==> config.mk <==
export PLATFORM = sky130hd
export DESIGN_NAME = gripper_control_status_registers
export DESIGN_NICKNAME = d
export VERILOG_FILES = /design/src/rtl/gripper_regs_pkg.sv /design/src/rtl/pin_sync.sv /design/src/rtl/gripper_control_status_registers.sv
export SDC_FILE = /design/constraint.sdc
export NUM_CORES = 1
export LEC_CHECK = 0
export BUFFER_PORTS_ARGS = -buffer_cell sky130_fd_sc_hd__buf_2
export CORE_ASPECT_RATIO = 1.75
export CORE_MARGIN = 2
export CORE_UTILIZATION = 40
export DETAILED_ROUTE_END_ITERATION = 16
export GPL_TIMING_DRIVEN = 0
export PLACE_DENSITY = 0.65
export RECOVER_POWER = 25
export SYNTH_ARGS = -nofsm -noshare
export SYNTH_HDL_FRONTEND = slang
export SYNTH_SLANG_ARGS = --single-unit
==> constraint.sdc <==
create_clock -name clk_i -period 12.1 [get_ports clk_i]
set_clock_uncertainty 0.1 [all_clocks]
set_input_delay 1.21 -clock clk_i [delete_from_list [all_inputs] [get_ports clk_i]]
set_output_delay 1.21 -clock clk_i [all_outputs]
set_load 0.05 [all_outputs]
==> src/rtl/gripper_regs_pkg.sv <==
// Constants for the gripper control and status register bank
// ============================================================
// Overview of operation
// - Power-up leaves the gripper active, moving allowed, GPIO-driven.
// - GPIO mode: command low drives to close preset, high to open preset.
// - Preset defaults are open 120 mm and close 10 mm.
// - Mode bit 0 activates; while clear all other mode bits are ignored.
// - Mode bit 1 allows motion; when clear the fingers hold in place.
// - Mode bit 2 picks the source: 0 serial registers, 1 GPIO pin.
// - Mode bits 3 to 15 have no effect.
// - Target is doubled millimetres, 16 bits, limited to 0..132 mm.
// - Speed and torque use the low byte only, 255 is full scale.
// - Close and open presets are 0..255, doubled millimetres.
// - Status bit 0 shows activation, bit 1 shows motion permitted.
// - Status bits 2-3 show source: 00 serial, 01 GPIO.
// - Status bits 4-5 show object detection code.
// - Status bit 6 mirrors the GPIO command input level.
// - Status bit 7 is 1 while fingers move.
// - Status bits 8-15 hold the fault code 0..5.
// - Echoed target returns the last value written to the target.
// - Measured position returns encoder distance in doubled mm.
// - Motor current register returns tenths of an ampere.
// - Temperature register: sensor A upper byte, sensor B lower byte.
// - Link 115200 baud 8N1, server address 86, functions 04, 06, 16.
package gripper_regs_pkg;

  // ============================================================
  // Register offsets
  localparam logic [15:0] ADDR_STATE_FLAGS   = 16'h03E8;
  localparam logic [15:0] ADDR_ECHO_TARGET   = 16'h03E9;
  localparam logic [15:0] ADDR_MEASURED_POS  = 16'h03EA;
  localparam logic [15:0] ADDR_MOTOR_CURRENT = 16'h03EB;
  localparam logic [15:0] ADDR_DUAL_TEMP     = 16'h03EC;
  localparam logic [15:0] ADDR_STATUS_RSVD   = 16'h03ED;
  localparam logic [15:0] ADDR_MODE          = 16'h07D0;
  localparam logic [15:0] ADDR_TARGET        = 16'h07D1;
  localparam logic [15:0] ADDR_SPEED         = 16'h07D2;
  localparam logic [15:0] ADDR_TORQUE        = 16'h07D3;
  localparam logic [15:0] ADDR_PRESET_CLOSE  = 16'h07D4;
  localparam logic [15:0] ADDR_PRESET_OPEN   = 16'h07D5;

  // ============================================================
  // Mode register fields
  localparam int ACTIVATE_BIT      = 0;
  localparam int MOTION_ENABLE_BIT = 1;
  localparam int SOURCE_BIT        = 2;

  // ============================================================
  // Status register fields
  localparam int ACTIVE_FLAG_POS    = 0;
  localparam int MOTION_ALLOWED_POS = 1;
  localparam int SOURCE_FIELD_LSB   = 2;
  localparam int OBJECT_FIELD_LSB   = 4;
  localparam int PIN_ECHO_POS       = 6;
  localparam int MOVING_FLAG_POS    = 7;
  localparam int FAULT_FIELD_LSB    = 8;
  localparam logic [1:0] SOURCE_SERIAL = 2'h0;
  localparam logic [1:0] SOURCE_GPIO   = 2'h1;

  // ============================================================
  // Reset values
  localparam logic [15:0] MODE_RESET         = 16'h0007;
  localparam logic [15:0] TARGET_RESET       = 16'h0000;
  localparam logic [7:0]  SPEED_RESET        = 8'h7F;
  localparam logic [7:0]  TORQUE_RESET       = 8'h7F;
  localparam logic [7:0]  PRESET_CLOSE_RESET = 8'h14;
  localparam logic [7:0]  PRESET_OPEN_RESET  = 8'hF0;

  // ============================================================
  // Limits
  localparam logic [15:0] TARGET_LIMIT = 16'h0108;

  // ============================================================
  // Serial link
  localparam logic [7:0] SERVER_ADDR   = 8'h56;
  localparam logic [7:0] FC_READ_INPUT = 8'h04;
  localparam logic [7:0] FC_WRITE_ONE  = 8'h06;
  localparam logic [7:0] FC_WRITE_MANY = 8'h10;
  localparam logic [7:0] EXC_NONE      = 8'h00;
  localparam logic [7:0] EXC_FUNCTION  = 8'h01;
  localparam logic [7:0] EXC_ADDRESS   = 8'h02;
  localparam int CLOCK_HZ  = 250000000;
  localparam int BAUD_RATE = 115200;
  localparam int BIT_CYCLES = CLOCK_HZ / BAUD_RATE;

endpackage

==> src/rtl/pin_sync.sv <==
// Two-stage synchroniser for an asynchronous pin
module pin_sync (
  input  wire logic clk_i,
  input  wire logic rst_i,
  input  wire logic pin_i,
  output logic      level_o
);

  // ============================================================
  // Synchroniser stages
  logic stage1;

  always_ff @(posedge clk_i or posedge rst_i) begin
    if (rst_i) begin
      stage1  <= 1'b0;
      level_o <= 1'b0;
    end else begin
      stage1  <= pin_i;
      level_o <= stage1;
    end
  end

endmodule

==> src/rtl/gripper_control_status_registers.sv <==
// Gripper command and status register bank with motion goal selection
module gripper_control_status_registers (
  input  wire logic        clk_i,
  input  wire logic        rst_i,
  input  wire logic        gpio_cmd_i,
  input  wire logic        req_valid_i,
  input  wire logic [7:0]  req_server_i,
  input  wire logic [7:0]  req_func_i,
  input  wire logic [15:0] req_addr_i,
  input  wire logic [15:0] req_wdata_i,
  input  wire logic [15:0] measured_pos_i,
  input  wire logic [15:0] motor_current_i,
  input  wire logic [7:0]  temp_a_i,
  input  wire logic [7:0]  temp_b_i,
  input  wire logic [1:0]  object_detect_i,
  input  wire logic        fingers_moving_i,
  input  wire logic [7:0]  fault_code_i,
  output logic             resp_valid_o,
  output logic [7:0]       resp_func_o,
  output logic [15:0]      resp_addr_o,
  output logic [15:0]      resp_data_o,
  output logic [7:0]       resp_exception_o,
  output logic             active_o,
  output logic             motion_enable_o,
  output logic [15:0]      goal_position_o,
  output logic [7:0]       goal_speed_o,
  output logic [7:0]       goal_torque_o
);

  // ============================================================
  // Address decoding helpers
  function automatic logic is_status_addr(input logic [15:0] a);
    is_status_addr = (a >= gripper_regs_pkg::ADDR_STATE_FLAGS) &&
                     (a <= gripper_regs_pkg::ADDR_STATUS_RSVD);
  endfunction

  function automatic logic is_command_addr(input logic [15:0] a);
    is_command_addr = (a >= gripper_regs_pkg::ADDR_MODE) &&
                      (a <= gripper_regs_pkg::ADDR_PRESET_OPEN);
  endfunction

  function automatic logic [15:0] clamp_target(input logic [15:0] v);
    clamp_target = (v > gripper_regs_pkg::TARGET_LIMIT) ?
                   gripper_regs_pkg::TARGET_LIMIT : v;
  endfunction

  // ============================================================
  // Synchronised command pin
  logic pin_level;

  pin_sync u_pin_sync (
    .clk_i   (clk_i),
    .rst_i   (rst_i),
    .pin_i   (gpio_cmd_i),
    .level_o (pin_level)
  );

  // ============================================================
  // Request classification
  logic for_us;
  logic is_read;
  logic is_write;
  logic wr_en;

  assign for_us   = req_valid_i && (req_server_i == gripper_regs_pkg::SERVER_ADDR);
  assign is_read  = (req_func_i == gripper_regs_pkg::FC_READ_INPUT);
  assign is_write = (req_func_i == gripper_regs_pkg::FC_WRITE_ONE) ||
                    (req_func_i == gripper_regs_pkg::FC_WRITE_MANY);
  assign wr_en    = for_us && is_write && is_command_addr(req_addr_i);

  // ============================================================
  // Command registers
  logic [15:0] mode_reg;
  logic [15:0] target_reg;
  logic [7:0]  speed_reg;
  logic [7:0]  torque_reg;
  logic [7:0]  preset_close;
  logic [7:0]  preset_open;

  always_ff @(posedge clk_i or posedge rst_i) begin
    if (rst_i) begin
      mode_reg <= gripper_regs_pkg::MODE_RESET;
    end else if (wr_en && req_addr_i == gripper_regs_pkg::ADDR_MODE) begin
      mode_reg <= req_wdata_i;
    end
  end

  always_ff @(posedge clk_i or posedge rst_i) begin
    if (rst_i) begin
      target_reg <= gripper_regs_pkg::TARGET_RESET;
    end else if (wr_en && req_addr_i == gripper_regs_pkg::ADDR_TARGET) begin
      target_reg <= req_wdata_i;
    end
  end

  always_ff @(posedge clk_i or posedge rst_i) begin
    if (rst_i) begin
      speed_reg  <= gripper_regs_pkg::SPEED_RESET;
      torque_reg <= gripper_regs_pkg::TORQUE_RESET;
    end else if (wr_en) begin
      if (req_addr_i == gripper_regs_pkg::ADDR_SPEED) begin
        speed_reg <= req_wdata_i[7:0];
      end
      if (req_addr_i == gripper_regs_pkg::ADDR_TORQUE) begin
        torque_reg <= req_wdata_i[7:0];
      end
    end
  end

  always_ff @(posedge clk_i or posedge rst_i) begin
    if (rst_i) begin
      preset_close <= gripper_regs_pkg::PRESET_CLOSE_RESET;
      preset_open  <= gripper_regs_pkg::PRESET_OPEN_RESET;
    end else if (wr_en) begin
      if (req_addr_i == gripper_regs_pkg::ADDR_PRESET_CLOSE) begin
        preset_close <= req_wdata_i[7:0];
      end
      if (req_addr_i == gripper_regs_pkg::ADDR_PRESET_OPEN) begin
        preset_open <= req_wdata_i[7:0];
      end
    end
  end

  // ============================================================
  // Effective mode decode
  logic act;
  logic motion_ok;
  logic gpio_src;

  assign act       = mode_reg[gripper_regs_pkg::ACTIVATE_BIT];
  assign motion_ok = act && mode_reg[gripper_regs_pkg::MOTION_ENABLE_BIT];
  assign gpio_src  = act && mode_reg[gripper_regs_pkg::SOURCE_BIT];

  // ============================================================
  // Motion goal selection
  logic [15:0] next_goal_position;
  logic [7:0]  preset_pick;

  always_comb begin
    preset_pick = pin_level ? preset_open : preset_close;
    if (gpio_src) begin
      next_goal_position = {8'h00, preset_pick};
    end else begin
      next_goal_position = clamp_target(target_reg);
    end
  end

  always_ff @(posedge clk_i or posedge rst_i) begin
    if (rst_i) begin
      goal_position_o <= 16'h0000;
    end else if (motion_ok) begin
      goal_position_o <= next_goal_position;
    end
  end

  always_ff @(posedge clk_i or posedge rst_i) begin
    if (rst_i) begin
      goal_speed_o  <= 8'h00;
      goal_torque_o <= 8'h00;
    end else begin
      goal_speed_o  <= speed_reg;
      goal_torque_o <= torque_reg;
    end
  end

  always_ff @(posedge clk_i or posedge rst_i) begin
    if (rst_i) begin
      active_o        <= 1'b0;
      motion_enable_o <= 1'b0;
    end else begin
      active_o        <= act;
      motion_enable_o <= motion_ok;
    end
  end

  // ============================================================
  // Status word assembly
  logic [15:0] state_flags;

  always_comb begin
    state_flags = 16'h0000;
    state_flags[gripper_regs_pkg::ACTIVE_FLAG_POS]    = act;
    state_flags[gripper_regs_pkg::MOTION_ALLOWED_POS] = motion_ok;
    state_flags[gripper_regs_pkg::SOURCE_FIELD_LSB +: 2] =
      gpio_src ? gripper_regs_pkg::SOURCE_GPIO : gripper_regs_pkg::SOURCE_SERIAL;
    state_flags[gripper_regs_pkg::OBJECT_FIELD_LSB +: 2] = object_detect_i;
    state_flags[gripper_regs_pkg::PIN_ECHO_POS]    = pin_level;
    state_flags[gripper_regs_pkg::MOVING_FLAG_POS] = fingers_moving_i;
    state_flags[gripper_regs_pkg::FAULT_FIELD_LSB +: 8] = fault_code_i;
  end

  // ============================================================
  // Read multiplexer
  logic [15:0] read_word;

  always_comb begin
    case (req_addr_i)
      gripper_regs_pkg::ADDR_STATE_FLAGS:   read_word = state_flags;
      gripper_regs_pkg::ADDR_ECHO_TARGET:   read_word = target_reg;
      gripper_regs_pkg::ADDR_MEASURED_POS:  read_word = measured_pos_i;
      gripper_regs_pkg::ADDR_MOTOR_CURRENT: read_word = motor_current_i;
      gripper_regs_pkg::ADDR_DUAL_TEMP:     read_word = {temp_a_i, temp_b_i};
      default:                              read_word = 16'h0000;
    endcase
  end

  // ============================================================
  // Response generation
  logic [7:0]  next_exception;
  logic [15:0] next_data;

  always_comb begin
    next_exception = gripper_regs_pkg::EXC_NONE;
    next_data      = req_wdata_i;
    if (is_read) begin
      if (is_status_addr(req_addr_i)) begin
        next_data = read_word;
      end else begin
        next_exception = gripper_regs_pkg::EXC_ADDRESS;
        next_data      = 16'h0000;
      end
    end else if (is_write) begin
      if (!is_command_addr(req_addr_i)) begin
        next_exception = gripper_regs_pkg::EXC_ADDRESS;
      end
    end else begin
      next_exception = gripper_regs_pkg::EXC_FUNCTION;
      next_data      = 16'h0000;
    end
  end

  always_ff @(posedge clk_i or posedge rst_i) begin
    if (rst_i) begin
      resp_valid_o <= 1'b0;
    end else begin
      resp_valid_o <= for_us;
    end
  end

  always_ff @(posedge clk_i or posedge rst_i) begin
    if (rst_i) begin
      resp_func_o      <= 8'h00;
      resp_addr_o      <= 16'h0000;
      resp_data_o      <= 16'h0000;
      resp_exception_o <= 8'h00;
    end else if (for_us) begin
      resp_func_o      <= req_func_i;
      resp_addr_o      <= req_addr_i;
      resp_data_o      <= next_data;
      resp_exception_o <= next_exception;
    end
  end

endmodule

==> results.yml <==
grt:
  grt_usage_pct: 22.0
  grt_pass1_vias: 5502
  grt_pass1_wl_um: 28200
  grt-ovfl-total: 0
  grt_max_degree: 97
  antenna_found_initial: 0
logic_synthesis:
  yosys_register_bits: 130
  yosys_warnings: 0
  synth_cells: 530
  synthArstFlopShare_pct: 100
  syn_area_um2: 6100
  netlist-cell-type-count: 50
  synth_largest_area_cell: "dfrtp_1"
  seq_area_frac_synth_pct: 53.8
  post_synth_most_frequent_cells: "dfrtp_1 (107), nand2_1 (81), mux2_2 (68)"
  synth_edf_count: 0
  synth_top_area_share_pct: 43.9
  yosysMostFrequentCell: "dfrtp_1"
  syn_area_per_cell_um2: 11.5
  synth-main-ff-cell: "dfrtp_1"
  synth_area_leaders: "dfrtp_1 (44%), mux2_2 (13%), dfstp_2 (9.9%)"
critical_path:
  path_depth: 7
  crit_type: "primary input to flip-flop"
  cp.required_ps: 12290
  cpLargestDelayFamily: "simple AND/OR/NAND/NOR gates"
  critPathCapture: "target_reg[1]"
  start_kind: "primary input"
  end_kind: "flip-flop"
  r2r_setup_slack_ps: 9900
  crit_arrival_ps: 3700
  worst_path_max_delay_cell: "nor4_4"
  rr_startpoint: "target_reg[10]"
  ff2ff_path_depth: 4
  cp.buffers_inverters: 3
  crit_fanout: 10
  cpPeakStageDelay_ps: 640
  worstPathCellList: "buf_2 > or4_1 > clkbuf_1 > a211o_1 > nor4_4 > buf_6 > mux2_1"
  r2r_end: "goal_position_o[7]"
  critPathLaunch: "req_func_i[3]"
clock_network:
  clk_path_buf_depth: 2
  cts_root_buf: "clkbuf_16"
  cts_sinks: 130
  cts_max_level: 4
  insertion_delay_ps: 420
  tritoncts: "done"
  hold_buffers: 0
  cts_made_buffers: 17
  post_cts_buffers: 0
  path_clk_slew_ps: 60
  cts_resized: 0
finish:
  finalNonFillerCells: 937
  post-route-cell-area_um2: 7870
  multiInputGateArea_um2: 2590
  finalCoreUtilization_pct: 52.8
  fill_cells: 1347
  area_growth_pct: 29.0
  register_area_um2: 3280
  drive_gt1_share_pct: 42.7
  nets: 852
  diodes: 0
timing:
  worst_slack_ps: 8590
  finalMaxSlewViolations: 35
  fin_crit_ps: 3510
  hold_violations: 0
  setup_tns_ps: 0
  grt_setup_unrepaired: "false"
  setup_viol: 0
  max_slew_margin_pct: -9.36
  fmax_mhz: 285
  hold_slack_ps: 250
  min_period_over_period_pct: 29.0
  worst_pin_slew_ps: 1630
placement:
  dpl_worst_slack_ps: 8210
  dp_hpwl_um: 13400
  gp_congestion: 0.852
  port_buffers: 186
  place_area_um2: 7310
  dp_cells: 905
outcome:
  outcome: "finished with violations"
  violations: "capacitance limit, slew limit"
detailed_routing:
  firstDrtPassIters: 5
  drtIter0Drc: 255
  viasPerCell: 5.43
  drc: 0
  num_vias: 5084
  wire_per_inst_um: 18.8
  wirelength_um: 17700
  drtAntennaViolNets: 0
power:
  ir_drop_mv: 0.0859
  p_per_area_nw_per_um2: 129
  p_leak_nw: 4.03
  finalPower_mw: 1.02
floorplan:
  dieWidth_um: 97.4
  die_h_um: 167
  num_rows: 59
  start_util_pct: 40.9
  dieArea_um2: 16300
  coreArea_um2: 14900
  io_pins: 194
hold_path:
  hold_class: "flip-flop to flip-flop"
job:
  maxCapViolCount: 1
-- area by class of cell --
type / instances / area share (%)
tap: 183 / 2.91
clock buffer: 18 / 5.45
timing repair buffer: 187 / 12.2
multi-input combinational: 347 / 32.9
inverter: 19 / 0.922
clock inverter: 14 / 1.67
sequential: 130 / 41.7
buffer: 39 / 2.26
-- worst min-delay path by stage --
stage                           start                  to  slack (ps)  depth (start not counted)
floorplan           u_pin_sync.stage1  u_pin_sync.level_o         230                          0
global placement    u_pin_sync.stage1  u_pin_sync.level_o         240                          0
detailed placement  u_pin_sync.stage1  u_pin_sync.level_o         240                          0
CTS                 u_pin_sync.stage1  u_pin_sync.level_o         250                          0
global route        u_pin_sync.stage1  u_pin_sync.level_o         270                          0
finish              u_pin_sync.stage1  u_pin_sync.level_o         250                          0
-- report_power, final --
group          leakage (nW)  internal, mW  total, mW  switching (mW)
Combinational          2.04        0.0321     0.0906          0.0585
Sequential             1.72         0.440      0.442         0.00225
Clock                 0.263         0.284      0.484           0.200
-- placed cells by master (no fill, tap or decap), drive strengths merged, types with 3 or more instances in the layout --
cell type	instances
and2	9
mux2	78
inv	21
a2111oi	16
nand4	6
or4	5
o21ai	27
mux2i	24
a31oi	4
nor3b	3
nor2	17
nand2	81
a22oi	13
a41oi	3
dfrtp	107
a32oi	3
conb	6
nor4	10
dfstp	23
nand4bb	3
or3	3
a22o	14
buf	199
clkinvlp	5
clkinv	6
clkbuf	45
-- layer usage --
layer | wire, um | vias to the layer above | GRT usage [%] | part of all wire, %
li1 | - | 2328 | - | -
met1 | 6950 | 2510 | 25.6 | 39
met2 | 9300 | 204 | 39.4 | 53
met3 | 881 | 42 | 4.38 | 5.0
met4 | 521 | 0 | 8.88 | 3.0
met5 | 0 | - | 0 | 0
-- logic make-up after synthesis --
| logic type | Yosys count | synth area share [%] |
|---|---|---|
| AND/OR/NAND/NOR | 149 | 12.4 |
| flip-flops | 130 | 53.8 |
| multiplexers | 104 | 19.1 |
| AO/OA/AOI/OAI | 88 | 10.6 |
| buffers and inverters | 58 | 4.08 |
| other | 1 | 0.0615 |
-- worst register-to-register path, delay by kind of cell (launching register included) --
family	cells	cell delay, ps
flip-flops	1	410
AND/OR/NAND/NOR	3	1370
AO/OA/AOI/OAI	1	250
Power figures use the tool's default switching activity.
